==> src/inc/spi_cfg_pkg.sv <==
// shared constants and types for the spi configuration and status block
package spi_cfg_pkg;

  // ****************************************************************
  // widths and types
  // ****************************************************************
  localparam int unsigned ADDR_W   = 3;
  localparam int unsigned DATA_W   = 8;
  localparam int unsigned IRQ_W    = 4;
  localparam int unsigned HALF_W   = 4;

  typedef logic [ADDR_W-1:0] addr_t;
  typedef logic [DATA_W-1:0] byte_t;
  typedef logic [IRQ_W-1:0]  irq_t;
  typedef logic [HALF_W-1:0] half_t;

  // ****************************************************************
  // register offsets
  // ****************************************************************
  localparam addr_t CFG_ADDR   = 3'h0;
  localparam addr_t DATA_ADDR  = 3'h1;
  localparam addr_t STAT_ADDR  = 3'h2;
  localparam addr_t MASK_ADDR  = 3'h3;
  localparam addr_t DIV_ADDR   = 3'h4;

  // ****************************************************************
  // configuration and status field positions
  // ****************************************************************
  localparam int unsigned CFG_BUSY_BIT   = 7;
  localparam int unsigned CFG_MASTER_BIT = 6;
  localparam int unsigned CFG_PHASE_BIT  = 5;
  localparam int unsigned CFG_POL_BIT    = 4;
  localparam int unsigned CFG_SEL_BIT    = 3;
  localparam int unsigned CFG_RAW_BIT    = 2;
  localparam int unsigned CFG_SHIFTER_EMPTY_FLAG_BIT   = 1;
  localparam int unsigned CFG_RECEIVE_BUFFER_EMPTY_FLAG_BIT  = 0;

  // ****************************************************************
  // interrupt status field positions
  // ****************************************************************
  localparam int unsigned IRQ_DONE_BIT   = 0;
  localparam int unsigned IRQ_OVR_BIT    = 1;
  localparam int unsigned IRQ_COLL_BIT   = 2;
  localparam int unsigned IRQ_SEL_BIT    = 3;

  // ****************************************************************
  // reset values and counts
  // ****************************************************************
  localparam byte_t CFG_RST      = 8'h07;
  localparam byte_t BYTE_ZERO    = 8'h00;
  localparam irq_t  IRQ_ZERO     = 4'h0;
  localparam byte_t HALF_DIV_RST = 8'h04;
  localparam byte_t HALF_DIV_MIN = 8'h02;
  localparam byte_t CNT_ONE      = 8'h01;
  localparam half_t HALF_ZERO    = 4'h0;
  localparam half_t HALF_ONE     = 4'h1;
  localparam half_t HALF_LAST    = 4'hf;
  localparam logic [2:0] LAST_BIT = 3'h7;

endpackage

==> src/inc/shift_if.sv <==
// link between the register side and the shift engine
`timescale 1ns/1ps
interface shift_if;
  import spi_cfg_pkg::*;

  logic  master;
  logic  cpol;
  logic  cpha;
  byte_t half_div;
  logic  selected;
  logic  load;
  byte_t tx_data;
  logic  rx_done;
  byte_t rx_data;
  logic  busy;
  logic  mid_byte;
  logic  sck_edge;

  modport ctl (output master, cpol, cpha, half_div, selected, load, tx_data,
               input  rx_done, rx_data, busy, mid_byte, sck_edge);
  modport eng (input  master, cpol, cpha, half_div, selected, load, tx_data,
               output rx_done, rx_data, busy, mid_byte, sck_edge);
endinterface

==> src/hdl/select_filter.sv <==
// synchroniser and glitch filter for the slave select pin
`timescale 1ns/1ps
module select_filter
(
  input  logic clk,
  input  logic nrst,
  input  logic pin_n,
  output logic raw_level,
  output logic selected
);
  import spi_cfg_pkg::*;

  logic s1_q;
  logic s1_d;
  logic s2_q;
  logic s2_d;
  logic s3_q;
  logic s3_d;
  logic stable_q;
  logic stable_d;

  // ****************************************************************
  // next state
  // ****************************************************************
  always_comb
  begin
    s1_d     = pin_n;
    s2_d     = s1_q;
    s3_d     = s2_q;
    stable_d = stable_q;
    // a new level must be seen on two cycles running
    if (s2_q == s3_q)
    begin
      stable_d = s2_q;
    end
  end

  // ****************************************************************
  // registers
  // ****************************************************************
  always_ff @(posedge clk or negedge nrst)
  begin
    if (!nrst)
    begin
      s1_q     <= 1'b1;
      s2_q     <= 1'b1;
      s3_q     <= 1'b1;
      stable_q <= 1'b1;
    end
    else
    begin
      s1_q     <= s1_d;
      s2_q     <= s2_d;
      s3_q     <= s3_d;
      stable_q <= stable_d;
    end
  end

  assign raw_level = s2_q;
  assign selected  = !stable_q;

endmodule // select_filter

==> src/hdl/spi_shifter.sv <==
// shift engine: master clock generation and slave edge tracking
`timescale 1ns/1ps
module spi_shifter
(
  input  logic clk,
  input  logic nrst,
  shift_if.eng sh,
  input  logic sck_in,
  input  logic mosi_in,
  input  logic miso_in,
  output logic sck_out,
  output logic mosi_out,
  output logic miso_out
);
  import spi_cfg_pkg::*;

  logic [2:0] s1_q;
  logic [2:0] s1_d;
  logic [2:0] s2_q;
  logic [2:0] s2_d;
  logic       prev_q;
  logic       prev_d;
  logic       run_q;
  logic       run_d;
  half_t      half_q;
  half_t      half_d;
  half_t      edge_q;
  half_t      edge_d;
  byte_t      cnt_q;
  byte_t      cnt_d;
  byte_t      tx_q;
  byte_t      tx_d;
  byte_t      rx_q;
  byte_t      rx_d;
  byte_t      out_q;
  byte_t      out_d;
  logic       done_q;
  logic       done_d;
  logic       sck_q;
  logic       sck_d;
  logic       slave_edge;

  // ****************************************************************
  // next state
  // ****************************************************************
  always_comb
  begin
    s1_d   = {sck_in, mosi_in, miso_in};
    s2_d   = s1_q;
    prev_d = s2_q[2];
    run_d  = run_q;
    half_d = half_q;
    edge_d = edge_q;
    cnt_d  = cnt_q;
    tx_d   = tx_q;
    rx_d   = rx_q;
    out_d  = out_q;
    done_d = 1'b0;
    slave_edge = !sh.master && sh.selected && (s2_q[2] != prev_q);
    if (sh.load)
    begin
      tx_d = sh.tx_data;
      if (sh.master)
      begin
        run_d  = 1'b1;
        half_d = HALF_ZERO;
        cnt_d  = sh.half_div - CNT_ONE;
      end
    end
    else if (sh.master && run_q)
    begin
      // late sample leaves the slave the most settling time
      if (half_q[0] && cnt_q == CNT_ONE)
      begin
        rx_d = {rx_q[DATA_W-2:0], s2_q[0]};
      end
      if (cnt_q == BYTE_ZERO)
      begin
        cnt_d = sh.half_div - CNT_ONE;
        if (half_q == HALF_LAST)
        begin
          run_d  = 1'b0;
          done_d = 1'b1;
          out_d  = rx_q;
        end
        else
        begin
          half_d = half_q + HALF_ONE;
          if (half_q[0])
          begin
            tx_d = {tx_q[DATA_W-2:0], 1'b0};
          end
        end
      end
      else
      begin
        cnt_d = cnt_q - CNT_ONE;
      end
    end
    if (!sh.master && !sh.selected)
    begin
      edge_d = HALF_ZERO;
    end
    else if (slave_edge)
    begin
      edge_d = edge_q + HALF_ONE;
      if (edge_q[0] == sh.cpha)
      begin
        rx_d = {rx_q[DATA_W-2:0], s2_q[1]};
        if (edge_q[3:1] == LAST_BIT)
        begin
          done_d = 1'b1;
          out_d  = {rx_q[DATA_W-2:0], s2_q[1]};
        end
      end
      else if (!(sh.cpha && edge_q == HALF_ZERO))
      begin
        tx_d = {tx_q[DATA_W-2:0], 1'b0};
      end
    end
    // first bit period half is idle level with phase 0, active with phase 1
    sck_d = run_d ? (sh.cpol ^ half_d[0] ^ sh.cpha) : sh.cpol;
  end

  // ****************************************************************
  // registers
  // ****************************************************************
  always_ff @(posedge clk or negedge nrst)
  begin
    if (!nrst)
    begin
      s1_q   <= 3'h0;
      s2_q   <= 3'h0;
      prev_q <= 1'b0;
      run_q  <= 1'b0;
      half_q <= HALF_ZERO;
      edge_q <= HALF_ZERO;
      cnt_q  <= BYTE_ZERO;
      tx_q   <= BYTE_ZERO;
      rx_q   <= BYTE_ZERO;
      out_q  <= BYTE_ZERO;
      done_q <= 1'b0;
      sck_q  <= 1'b0;
    end
    else
    begin
      s1_q   <= s1_d;
      s2_q   <= s2_d;
      prev_q <= prev_d;
      run_q  <= run_d;
      half_q <= half_d;
      edge_q <= edge_d;
      cnt_q  <= cnt_d;
      tx_q   <= tx_d;
      rx_q   <= rx_d;
      out_q  <= out_d;
      done_q <= done_d;
      sck_q  <= sck_d;
    end
  end

  assign sck_out     = sck_q;
  assign mosi_out    = tx_q[DATA_W-1];
  assign miso_out    = tx_q[DATA_W-1];
  assign sh.rx_done  = done_q;
  assign sh.rx_data  = out_q;
  assign sh.busy     = sh.master ? run_q : sh.selected;
  assign sh.mid_byte = sh.master ? run_q : (edge_q != HALF_ZERO);
  assign sh.sck_edge = slave_edge;

endmodule // spi_shifter

==> src/hdl/spi_cfg_status.sv <==
// spi port: configuration, status flags, data buffers and interrupts
//
// Local design decisions: the strobed register port and the placing of the registers.
`timescale 1ns/1ps
module spi_cfg_status
#(
  parameter spi_cfg_pkg::byte_t HALF_DIV_DEFAULT = spi_cfg_pkg::HALF_DIV_RST
)
(
  input  logic               clk,
  input  logic               nrst,
  input  spi_cfg_pkg::addr_t reg_addr,
  input  spi_cfg_pkg::byte_t reg_wdata,
  input  logic               reg_wr,
  input  logic               reg_rd,
  output spi_cfg_pkg::byte_t reg_rdata,
  output logic               irq,
  input  logic               sck_in,
  output logic               sck_out,
  output logic               sck_oe_n,
  input  logic               mosi_in,
  output logic               mosi_out,
  output logic               mosi_oe_n,
  input  logic               miso_in,
  output logic               miso_out,
  output logic               miso_oe_n,
  input  logic               slave_select_pin_n
);
  import spi_cfg_pkg::*;

  // ****************************************************************
  // elaboration checks
  // ****************************************************************
  if (HALF_DIV_DEFAULT < HALF_DIV_MIN)
  begin : g_div_check
    $error("half period default below the least the engine can serve");
  end

  // ****************************************************************
  // declarations
  // ****************************************************************
  shift_if sh ();

  logic  master_enable_q;
  logic  master_enable_d;
  logic  clock_edge_phase_q;
  logic  clock_edge_phase_d;
  logic  clock_idle_polarity_q;
  logic  clock_idle_polarity_d;
  byte_t half_div_q;
  byte_t half_div_d;
  byte_t tx_buf_q;
  byte_t tx_buf_d;
  logic  tx_full_q;
  logic  tx_full_d;
  byte_t rx_buf_q;
  byte_t rx_buf_d;
  logic  rx_full_q;
  logic  rx_full_d;
  logic  shifter_empty_flag_q;
  logic  shifter_empty_flag_d;
  irq_t  irq_stat_q;
  irq_t  irq_stat_d;
  irq_t  irq_mask_q;
  irq_t  irq_mask_d;
  logic  irq_q;
  logic  irq_d;
  byte_t rdata_q;
  byte_t rdata_d;
  logic  sel_prev_q;
  logic  sel_prev_d;

  logic  raw_select_pin_level;
  logic  selected_as_slave_flag;
  logic  receive_buffer_empty_flag;
  logic  transfer_busy_flag;
  logic  wr_cfg;
  logic  wr_data;
  logic  wr_stat;
  logic  wr_mask;
  logic  wr_div;
  logic  rd_data;
  logic  load;
  logic  rx_take;
  irq_t  events;
  irq_t  clear_bits;
  byte_t cfg_view;

  // ****************************************************************
  // select pin and shift engine
  // ****************************************************************
  select_filter u_select
  (
    .clk       (clk),
    .nrst      (nrst),
    .pin_n     (slave_select_pin_n),
    .raw_level (raw_select_pin_level),
    .selected  (selected_as_slave_flag)
  );

  spi_shifter u_shifter
  (
    .clk      (clk),
    .nrst     (nrst),
    .sh       (sh.eng),
    .sck_in   (sck_in),
    .mosi_in  (mosi_in),
    .miso_in  (miso_in),
    .sck_out  (sck_out),
    .mosi_out (mosi_out),
    .miso_out (miso_out)
  );

  assign sh.master   = master_enable_q;
  assign sh.cpol     = clock_idle_polarity_q;
  assign sh.cpha     = clock_edge_phase_q;
  assign sh.half_div = half_div_q;
  assign sh.selected = selected_as_slave_flag;
  assign sh.tx_data  = tx_buf_q;
  assign sh.load     = load;

  assign transfer_busy_flag = sh.busy;

  // ****************************************************************
  // decode and buffer handshakes
  // ****************************************************************
  always_comb
  begin
    wr_cfg  = reg_wr && (reg_addr == CFG_ADDR);
    wr_data = reg_wr && (reg_addr == DATA_ADDR);
    wr_stat = reg_wr && (reg_addr == STAT_ADDR);
    wr_mask = reg_wr && (reg_addr == MASK_ADDR);
    wr_div  = reg_wr && (reg_addr == DIV_ADDR);
    rd_data = reg_rd && (reg_addr == DATA_ADDR);
    // master starts on a waiting byte; slave takes it between bytes
    if (master_enable_q)
    begin
      load = tx_full_q && !sh.busy;
    end
    else
    begin
      load = tx_full_q && !sh.mid_byte;
    end
    // a read in the same cycle frees the buffer for the new byte
    rx_take = sh.rx_done && (!rx_full_q || rd_data);
  end

  // ****************************************************************
  // configuration
  // ****************************************************************
  always_comb
  begin
    master_enable_d       = master_enable_q;
    clock_edge_phase_d    = clock_edge_phase_q;
    clock_idle_polarity_d = clock_idle_polarity_q;
    half_div_d            = half_div_q;
    // mode changes mid transfer would tear the byte, so they are dropped
    if (wr_cfg && !transfer_busy_flag)
    begin
      master_enable_d       = reg_wdata[CFG_MASTER_BIT];
      clock_edge_phase_d    = reg_wdata[CFG_PHASE_BIT];
      clock_idle_polarity_d = reg_wdata[CFG_POL_BIT];
    end
    if (wr_div && !transfer_busy_flag)
    begin
      half_div_d = (reg_wdata < HALF_DIV_MIN) ? HALF_DIV_MIN : reg_wdata;
    end
  end

  always_ff @(posedge clk or negedge nrst)
  begin
    if (!nrst)
    begin
      master_enable_q       <= CFG_RST[CFG_MASTER_BIT];
      clock_edge_phase_q    <= CFG_RST[CFG_PHASE_BIT];
      clock_idle_polarity_q <= CFG_RST[CFG_POL_BIT];
      half_div_q            <= HALF_DIV_DEFAULT;
    end
    else
    begin
      master_enable_q       <= master_enable_d;
      clock_edge_phase_q    <= clock_edge_phase_d;
      clock_idle_polarity_q <= clock_idle_polarity_d;
      half_div_q            <= half_div_d;
    end
  end

  // ****************************************************************
  // data buffers and status flags
  // ****************************************************************
  always_comb
  begin
    tx_buf_d  = tx_buf_q;
    tx_full_d = tx_full_q;
    rx_buf_d  = rx_buf_q;
    rx_full_d = rx_full_q;
    // a write while full is dropped and reported as a collision, unless the buffer loads in the same cycle
    if (wr_data && (!tx_full_q || load))
    begin
      tx_buf_d  = reg_wdata;
      tx_full_d = 1'b1;
    end
    else if (load)
    begin
      tx_full_d = 1'b0;
    end
    if (rx_take)
    begin
      rx_buf_d  = sh.rx_data;
      rx_full_d = 1'b1;
    end
    else if (rd_data)
    begin
      rx_full_d = 1'b0;
    end
    if (master_enable_q)
    begin
      shifter_empty_flag_d = 1'b1;
    end
    else if (load || sh.sck_edge)
    begin
      shifter_empty_flag_d = 1'b0;
    end
    else if (!sh.mid_byte && !tx_full_q && !sh.rx_done)
    begin
      shifter_empty_flag_d = 1'b1;
    end
    else
    begin
      shifter_empty_flag_d = shifter_empty_flag_q;
    end
  end

  assign receive_buffer_empty_flag = master_enable_q ? 1'b1 : !rx_full_q;

  always_ff @(posedge clk or negedge nrst)
  begin
    if (!nrst)
    begin
      tx_buf_q             <= BYTE_ZERO;
      tx_full_q            <= 1'b0;
      rx_buf_q             <= BYTE_ZERO;
      rx_full_q            <= 1'b0;
      shifter_empty_flag_q <= CFG_RST[CFG_SHIFTER_EMPTY_FLAG_BIT];
    end
    else
    begin
      tx_buf_q             <= tx_buf_d;
      tx_full_q            <= tx_full_d;
      rx_buf_q             <= rx_buf_d;
      rx_full_q            <= rx_full_d;
      shifter_empty_flag_q <= shifter_empty_flag_d;
    end
  end

  // ****************************************************************
  // interrupts
  // ****************************************************************
  always_comb
  begin
    events                  = IRQ_ZERO;
    events[IRQ_DONE_BIT]    = sh.rx_done;
    events[IRQ_OVR_BIT]     = sh.rx_done && !rx_take;
    events[IRQ_COLL_BIT]    = wr_data && tx_full_q && !load;
    events[IRQ_SEL_BIT]     = selected_as_slave_flag && !sel_prev_q;
    clear_bits              = wr_stat ? reg_wdata[IRQ_W-1:0] : IRQ_ZERO;
    // an event in the clearing cycle survives
    irq_stat_d              = (irq_stat_q & ~clear_bits) | events;
    irq_mask_d              = wr_mask ? reg_wdata[IRQ_W-1:0] : irq_mask_q;
    irq_d                   = |(irq_stat_d & irq_mask_d);
    sel_prev_d              = selected_as_slave_flag;
  end

  always_ff @(posedge clk or negedge nrst)
  begin
    if (!nrst)
    begin
      irq_stat_q <= IRQ_ZERO;
      irq_mask_q <= IRQ_ZERO;
      irq_q      <= 1'b0;
      sel_prev_q <= 1'b0;
    end
    else
    begin
      irq_stat_q <= irq_stat_d;
      irq_mask_q <= irq_mask_d;
      irq_q      <= irq_d;
      sel_prev_q <= sel_prev_d;
    end
  end

  // ****************************************************************
  // read port
  // ****************************************************************
  always_comb
  begin
    cfg_view                 = BYTE_ZERO;
    cfg_view[CFG_BUSY_BIT]   = transfer_busy_flag;
    cfg_view[CFG_MASTER_BIT] = master_enable_q;
    cfg_view[CFG_PHASE_BIT]  = clock_edge_phase_q;
    cfg_view[CFG_POL_BIT]    = clock_idle_polarity_q;
    cfg_view[CFG_SEL_BIT]    = selected_as_slave_flag;
    cfg_view[CFG_RAW_BIT]    = raw_select_pin_level;
    cfg_view[CFG_SHIFTER_EMPTY_FLAG_BIT]   = shifter_empty_flag_q;
    cfg_view[CFG_RECEIVE_BUFFER_EMPTY_FLAG_BIT]  = receive_buffer_empty_flag;
    rdata_d                  = BYTE_ZERO;
    if (reg_rd)
    begin
      case (reg_addr)
        CFG_ADDR:  rdata_d = cfg_view;
        DATA_ADDR: rdata_d = rx_buf_q;
        STAT_ADDR: rdata_d = {{(DATA_W-IRQ_W){1'b0}}, irq_stat_q};
        MASK_ADDR: rdata_d = {{(DATA_W-IRQ_W){1'b0}}, irq_mask_q};
        DIV_ADDR:  rdata_d = half_div_q;
        default:   rdata_d = BYTE_ZERO;
      endcase
    end
  end

  always_ff @(posedge clk or negedge nrst)
  begin
    if (!nrst)
    begin
      rdata_q <= BYTE_ZERO;
    end
    else
    begin
      rdata_q <= rdata_d;
    end
  end

  // ****************************************************************
  // outputs
  // ****************************************************************
  assign reg_rdata = rdata_q;
  assign irq       = irq_q;
  // master drives clock and data out; a selected slave drives its reply
  assign sck_oe_n  = !master_enable_q;
  assign mosi_oe_n = !master_enable_q;
  assign miso_oe_n = !(!master_enable_q && selected_as_slave_flag);

endmodule // spi_cfg_status

==> config.mk <==
export PLATFORM = sky130hd
export DESIGN_NAME = spi_cfg_status
export DESIGN_NICKNAME = d
export VERILOG_FILES = /design/src/inc/spi_cfg_pkg.sv /design/src/inc/shift_if.sv /design/src/hdl/select_filter.sv /design/src/hdl/spi_shifter.sv /design/src/hdl/spi_cfg_status.sv
export SDC_FILE = /design/constraint.sdc
export NUM_CORES = 1
export LEC_CHECK = 0
export BUFFER_PORTS_ARGS = -buffer_cell sky130_fd_sc_hd__buf_2
export CAP_MARGIN = 10
export CORE_UTILIZATION = 34
export CTS_CLUSTER_DIAMETER = 80
export DETAILED_ROUTE_END_ITERATION = 12
export GPL_ROUTABILITY_DRIVEN = 0
export SLEW_MARGIN = 25
export SYNTH_ARGS = -nofsm -noshare
export SYNTH_HDL_FRONTEND = slang
export SYNTH_HIERARCHICAL = 1
export SYNTH_SLANG_ARGS = --single-unit
==> constraint.sdc <==
create_clock -name clk -period 3.22 [get_ports clk]
set_input_delay 0.161 -clock clk [delete_from_list [all_inputs] [get_ports clk]]
set_output_delay 0.161 -clock clk [all_outputs]
set_load 0.01 [all_outputs]
# --- After elaboration in Yosys (flattened, before gate mapping) ---
# Index checks and enable logic that the tools add are counted.
totals:
  out_inout_bits: 15
  register_bits: 102
  elab_cells: 169
  input_bits: 19
classes:
  mux: 64
  n_eq_ne: 12
  n_addsub: 4
  bitwise: 6
  n_lt_le_gt_ge: 1
  n_reduce_logical: 51
op_table:
  columns: ["op", "n"]
  rows:
  - ["2-to-1 mux 8 bit", 29]
  - ["one-hot mux 8 bit (5 select lines)", 1]
  - ["2-to-1 mux 4 bit", 9]
  - ["2-to-1 mux 1 bit", 25]
  - ["logical AND 1 bit", 24]
  - ["subtractor 8 x 1 -> 8 bit, second input constant", 2]
  - ["zero test 1 bit", 11]
  - ["nonzero test 2 bit", 5]
  - ["adder 4 x 1 -> 4 bit, second input constant", 2]
  - ["AND 4 bit", 2]
  - ["equality test 8 x 1 -> 1 bit, second input constant", 1]
  - ["zero test 8 bit", 1]
  - ["less-than comparator 8 x 2 -> 1 bit, second input constant", 1]
  - ["equality test 3 x 2 -> 1 bit, second input constant", 2]
  - ["equality test 3 bit, second input constant", 2]
  - ["equality test 4 bit, second input constant", 1]
  - ["zero test 4 bit", 1]
  - ["inequality test 2 bit, second input constant", 2]
  - ["inverter 4 bit", 1]
  - ["bitwise OR 4 bit", 1]
  - ["AND reduction 4 bit", 1]
  - ["nonzero test 4 bit", 1]
  - ["OR reduction 4 bit", 1]
  - ["equality test 3 x 1 -> 1 bit, second input constant", 1]
  - ["other kinds (7)", 11]

# --- Logic depth before layout (Yosys ltp) ---
depth:
  depth_word: 10
  depth_mapped: 12
  mapped_depth_nobuf: 11

# --- By module ---
# The synthesis kept the hierarchy.
by_module_without_submodules:
  columns: ["mod", "n_inst", "area_per_inst_um2", "cells_per_inst", "seq_area_each_um2"]
  rows:
  - ["spi_shifter", 1, 2581.2, 265, 1251.2]
  - ["spi_cfg_status", 1, 2200.9, 183, 1203.7]
  - ["select_filter", 1, 120.1, 6, 105.1]

# --- Worst setup path after synthesis ---
# Ideal clock, no wire load.
synth_path:
  path_type: "register -> register"
  from: "register u_shifter.edge_q[0]"
  to: "register u_shifter.out_q[5], in the netlist u_shifter/sh.rx_data[5]"
  setup_slack_ns: 0.355
  n_path_buf: 1
  setup_ns: 0.136
  t_required_ns: 3.084
  period_less_slack_ns: 2.865
  path_stages_with_launch: 12
  arrival_ns: 2.729
  path_cell_list: "dfrtp_1 -> inv_1 -> ha_1 -> or3b_2 -> mux2_2 -> mux2i_1 -> and2_1 -> and3b_1 -> nand4_1 -> clkbuf_1 -> mux2i_1 -> o21ai_0"
synth_between:
  elab_chain_len: 10
  word_cells_on_any_way: 11
  classes_between: "eq/ne: 1; mux: 7; reduce/logical: 3"
synth_lines:
  columns: ["element", "line", "text"]
  rows:
  - ["start, declared", "spi_shifter.sv:27", "half_t edge_q;"]
  - ["start signal, assigned", "spi_shifter.sv:152", "edge_q <= edge_d;"]
  - ["nonzero test 4 bit *", "spi_shifter.sv:168", "assign sh.mid_byte = sh.master ? run_q : (edge_q != HALF_ZERO);"]
  - ["2-to-1 mux 1 bit *", "spi_shifter.sv:168", null]
  - ["net sh.mid_byte", "shift_if.sv:16", "logic mid_byte;"]
  - ["zero test 1 bit *", "spi_cfg_status.sv:142", "load = tx_full_q && !sh.mid_byte;"]
  - ["logical AND 1 bit *", "spi_cfg_status.sv:142", null]
  - ["2-to-1 mux 1 bit *", "spi_cfg_status.sv:136", "if (master_enable_q)"]
  - ["net load", "spi_cfg_status.sv:83", "logic load;"]
  - ["2-to-1 mux 8 bit *", "spi_shifter.sv:60", "if (sh.load)"]
  - ["2-to-1 mux 8 bit", "spi_shifter.sv:110", "if (edge_q[3:1] == LAST_BIT)"]
  - ["2-to-1 mux 8 bit", "spi_shifter.sv:107", "if (edge_q[0] == sh.cpha)"]
  - ["2-to-1 mux 8 bit", "spi_shifter.sv:104", "else if (slave_edge)"]
  - ["2-to-1 mux 8 bit *", "spi_shifter.sv:100", "if (!sh.master && !sh.selected)"]
  - ["net u_shifter.out_d[5]", "spi_shifter.sv:36", "byte_t out_d;"]
  - ["end signal, assigned", "spi_shifter.sv:156", "out_q <= out_d;"]
  - ["end, declared", "spi_shifter.sv:35", "byte_t out_q;"]
# The timed path passes the listed nets; every way through them passes the cells marked *.
# A chain may end at the register's enable or synchronous reset.

# --- Worst setup path in the final report ---
layout_path:
  from: "register u_shifter.edge_q[0]"
  to: "register u_shifter.out_q[0], in the netlist u_shifter/sh.rx_data[0]"
# Same word-level chain as after synthesis.

==> reports/results.env <==
GLOBAL_ROUTE_WIRE_LENGTH_BEFORE_REPAIR_MM=18.3
MAX_SLEW_MARGIN=0.434
GRT_PASS1_VIAS=3487
SEQUENTIALPOWERSHARE=0.454
FLOORPLAN.ROWS=43
CRITICAL_PATH_REQUIRED_PS=3420
POWER_DENSITY_mW_PER_MM2=759
GRT_SETUP_UNREPAIRED='false'
HOLD_PATH_CLASS='primary input to flop'
DIEAREA_MM2=0.0149
FINAL_CELL_COUNT_NO_FILL=678
H_TREE_LEVEL_COUNT=3
WORST-SETUP-PATH-TYPE='flop to flop'
SYN_AREA_MM2=0.00490
TIMING.CRITICAL_PATH.MODE_CELL='sky130_fd_sc_hd__mux2i_1'
P_COMB_FRAC=0.284
YS_DOMINANT_REG_CELL='sky130_fd_sc_hd__dfrtp_1'
ROUTED.TOP_LAYER='met4'
POWER.LEAKAGE_nW=2.53
CRIT-REG2REG-CAPTURE='u_shifter/sh.rx_data[0]'
CRIT_PATH_MAX_FANOUT=9
SYNTH_NETS=479
IO_BUFFER_COUNT=33
TIGHTEST_SLEW_PS=841
POST-ROUTE-DRC-COUNT=0
HOLD-PATH-ENDPOINT='clock_idle_polarity_q'
DRT_FIRST_PASS_ITERS=4
ROUTED_LENGTH_ON_MET3_UM=569
POST_CTS_RESIZED=0
WORSTSKEWPAIRLATENCY_PS=350
YOSYS_WARNINGS=6
CTS.REPORTEDPATHS.CLKPINSLEW_PS=70
REG2REGPATHDEPTH=10
DP.FINAL_HPWL_MM=8.11
TIMING.CRITICAL_PATH.FROM_TYPE='flop'
RESULT_OF_THE_RUN='finished clean'
SLEW_VIOLATIONS=0
ROUTE.MET2.WL_MM=5.34
OVERALL_VIA_COUNT_FROM_DETAIL_ROUTE=3634
LARGEST_NET_DEGREE_AT_THE_START_OF_GLOBAL_ROUTING=37
DRT_ITER0_DRC=232
NETLIST_INSTANCES=454
CRITICAL-PATH-MAX-STAGE-DELAY_PS=460
FINALNETCOUNT=518
HIGHEST_DELAY_CELL_ALONG_THE_CRITICAL_PATH='sky130_fd_sc_hd__dfrtp_1'
VIAS_PER_CELL=5.36
FINAL_MIN_PERIOD_OVER_CLOCK_PERIOD=0.927
MET1_WL_MM=5.07
ANT_NETS=0
SKEW_PS=6.43
SYN_AVG_CELL_AREA_UM2=10.8
GR-USAGE-ALL-LAYERS=0.164
ENDPOINTS_FAILING_HOLD=0
HOLD_PATH_DEPTH=2
SW_FRAC_OF_TOTAL=0.350
SYNTH-EDFF-COUNT=0
ANTENNA_FOUND_INITIAL=0
INITIAL_CORE_UTIL=0.350
FINAL_LAYOUT_SIZE_SUFFIX_GT1_FRAC=0.229
TIMING.CRITICAL_PATH.TO_TYPE='flop'
SYNTH_SEQ_CELLS=102
PATH_CELLS='inv_1 -> ha_1 -> or3b_2 -> mux2_2 -> mux2i_1 -> and2_1 -> and3b_1 -> nand4_1 -> mux2i_1 -> o21ai_0'
FINAL_PERIOD_MINUS_WORST_SETUP_SLACK_PS=2990
AREA.GROWTH.SYNTH_TO_FINAL_PCT=14.8
TIMING.FMAX_GHz=0.335
ANTENNA-DIODE-COUNT=0
CORE_MM2=0.0140
WORST_R2R_STARTPOINT='u_shifter/edge_q[0]'
FINALSETUPVIOLCOUNT=0
NETSWITCHINGPOWER_mW=1.49
WORST-R2R-SETUP-SLACK_PS=230
YS_SEQ_AREA_FRAC=0.522
SYNTH.DISTINCT_CELLS=59
POWER.SHARE.CLOCK=0.262
SYNTHARSTFLOPSHARE=1.00
POSTPLACECELLAREA_MM2=0.00527
DIE-HEIGHT_UM=122
CTS_MADE_BUFFERS=9
HOLD_PATH.STARTPOINT='reg_wdata[4]'
PLACE_INST=657
DRT_WL_TOTAL_MM=11.2
VDD.IR_DROP.WORST_V=0.000297
CLOCK_TREE.ROOT_CELL='sky130_fd_sc_hd__clkbuf_16'
TOP_LEVEL_PORTS=34
FIN_SETUP_TNS_PS=0
CTS_MAX_PATH_BUFFERS=2
P_INT_mW=2.77
POSTCTSSETUPBUFFERS=0
WORSTPATHARRIVAL_PS=3180
GRT_OVERFLOW_TOTAL=0
CTS.SINKS=102
TRITONCTS='yes'
FINALINSTANCEAREA_MM2=0.00563
FP.DIEW_UM=122
AVGROUTEDWIREPERCELL_UM=16.5
CAP_VIOL_MAX_COUNT=0
-- worst max-delay path by stage --
stage	depth (start not counted)	endpoint	startpoint	slack, ps
5_1_grt	10	u_shifter/sh.rx_data[0]	u_shifter/edge_q[0]	50
3_3_place_gp	10	u_shifter/sh.rx_data[7]	u_shifter/edge_q[0]	430
3_5_place_dp	10	u_shifter/sh.rx_data[0]	u_shifter/edge_q[0]	260
2_1_floorplan	11	u_shifter/sh.rx_data[5]	u_shifter/edge_q[0]	350
6_report	10	u_shifter/sh.rx_data[0]	u_shifter/edge_q[0]	230
4_1_cts	10	u_shifter/sh.rx_data[5]	u_shifter/edge_q[0]	260
-- routing by layer --
metal | vias to the layer above | global-route usage
met5 | - | 0
met4 | 0 | 0.0595
met3 | 17 | 0.0454
met2 | 108 | 0.257
met1 | 1800 | 0.218
li1 | 1709 | -
-- logic make-up (layout without fill, tap and decap cells) --
kind of cell	count (synthesis)	count (layout)	synth area share
flip-flops	102	102	0.522
AO/OA/AOI/OAI	108	108	0.135
adder cells (fa/ha/maj)	7	7	0.0176
AND/OR/NAND/NOR	137	137	0.150
XOR/XNOR	12	12	0.0214
buffers and inverters	31	75	0.0273
multiplexers	57	57	0.126
-- cell usage in the layout (no fill, tap or decap), drive strengths merged, types with 3 or more instances in the layout --
cell type	n
a21boi	4
a21o	6
a21oi	30
a22oi	3
and3b	3
buf	41
clkbuf	9
clkinvlp	3
dfrtp	96
dfstp	6
dlygate4sd3	5
ha	6
inv	15
mux2	39
mux2i	18
nand2	36
nand2b	5
nand3	11
nand3b	5
nand4	4
nor2	33
nor2b	7
nor3	7
nor3b	6
nor4	3
o21ai	33
o221ai	3
o22ai	13
or4	4
xnor2	6
xor2	6
-- power by group through the flow --
stage               combinational [mW]  sequential (mW)  clock, mW
finish                            1.21             1.94       1.12
global route                      1.35             1.98       1.20
detailed placement                1.20             1.96          0
global placement                  1.18             1.94          0
CTS                               1.21             1.93       1.15
floorplan                        0.903             1.84          0
-- worst max-delay path, delay by kind of cell (launching register included) --
family                     cells  cell delay [ps]
AOI/OAI and AO/OA              1              110
muxes                          3              750
and+or+nand+nor                4             1280
DFF                            1              460
buffers and inverters          1               90
adders and majority gates      1              140
-- cells in the mapped netlist, types with 3 or more instances --
library cell | number | area (um^2)
sky130_fd_sc_hd__dfrtp_1 | 96 | 2400
sky130_fd_sc_hd__mux2_2 | 39 | 439
sky130_fd_sc_hd__nand2_1 | 36 | 135
sky130_fd_sc_hd__nor2_1 | 32 | 120
sky130_fd_sc_hd__a21oi_1 | 30 | 150
sky130_fd_sc_hd__o21ai_0 | 29 | 145
sky130_fd_sc_hd__mux2i_1 | 18 | 180
sky130_fd_sc_hd__inv_1 | 13 | 48.8
sky130_fd_sc_hd__o22ai_1 | 13 | 81.3
sky130_fd_sc_hd__nand3_1 | 11 | 55.1
sky130_fd_sc_hd__clkbuf_1 | 9 | 33.8
sky130_fd_sc_hd__nor2b_1 | 7 | 43.8
sky130_fd_sc_hd__a21o_1 | 6 | 45.0
sky130_fd_sc_hd__dfstp_2 | 6 | 158
sky130_fd_sc_hd__ha_1 | 6 | 75.1
sky130_fd_sc_hd__nor3_1 | 6 | 30.0
sky130_fd_sc_hd__xnor2_1 | 6 | 52.6
sky130_fd_sc_hd__xor2_1 | 6 | 52.6
sky130_fd_sc_hd__buf_2 | 5 | 25.0
sky130_fd_sc_hd__nand2b_1 | 5 | 31.3
sky130_fd_sc_hd__nand3b_1 | 5 | 37.5
sky130_fd_sc_hd__nor3b_1 | 5 | 37.5
sky130_fd_sc_hd__nand4_1 | 4 | 25.0
sky130_fd_sc_hd__or4_1 | 4 | 30.0
sky130_fd_sc_hd__a21boi_0 | 3 | 22.5
sky130_fd_sc_hd__a22oi_1 | 3 | 22.5
sky130_fd_sc_hd__and3b_1 | 3 | 26.3
sky130_fd_sc_hd__buf_4 | 3 | 22.5
sky130_fd_sc_hd__o21ai_1 | 3 | 15.0
sky130_fd_sc_hd__o221ai_1 | 3 | 26.3
-- cell type report --
| class | count | area (um^2) |
|---|---|---|
| multi-input cells | 321 | 2210 |
| clock buffers | 9 | 225 |
| repair buffers | 46 | 278 |
| flip-flops and latches | 102 | 2560 |
| well taps | 180 | 225 |
| inverters | 13 | 48.8 |
| clock inverters | 7 | 81.3 |
| fillers | 1349 | 8360 |
-- metrics by stage --
step,total power [mW],setup WS (ps),util,hold WS (ps)
after global routing,4.53,46.2,0.402,103
after floorplan,2.75,355,-,-135
after CTS,4.29,255,0.402,102
final,4.27,235,0.402,118
after detailed placement,3.15,260,0.377,157
after global placement,3.12,431,0.377,162
-- state kept, by name (all words and copies together) (netlist names), 3 cells and up --
name,cells
u_shifter/edge_q,4
rx_buf_q,8
half_div_q,8
u_shifter/rx_q,8
reg_rdata,8
u_shifter/sh.rx_data,8
u_shifter/half_q,4
sh.tx_data,8
irq_mask_q,4
u_shifter/cnt_q,8
u_shifter/s1_q,3
u_shifter/s2_q,3
u_shifter/tx_q,8
irq_stat_q,4
-- timing repair --
action | 4_1_cts | 5_1_grt
endpoints found under the hold margin | 34 | 0
hold buffers | 5 | 0
setup endpoints to repair | 0 | 0
No activity file was read; power rests on OpenSTA's default activity.
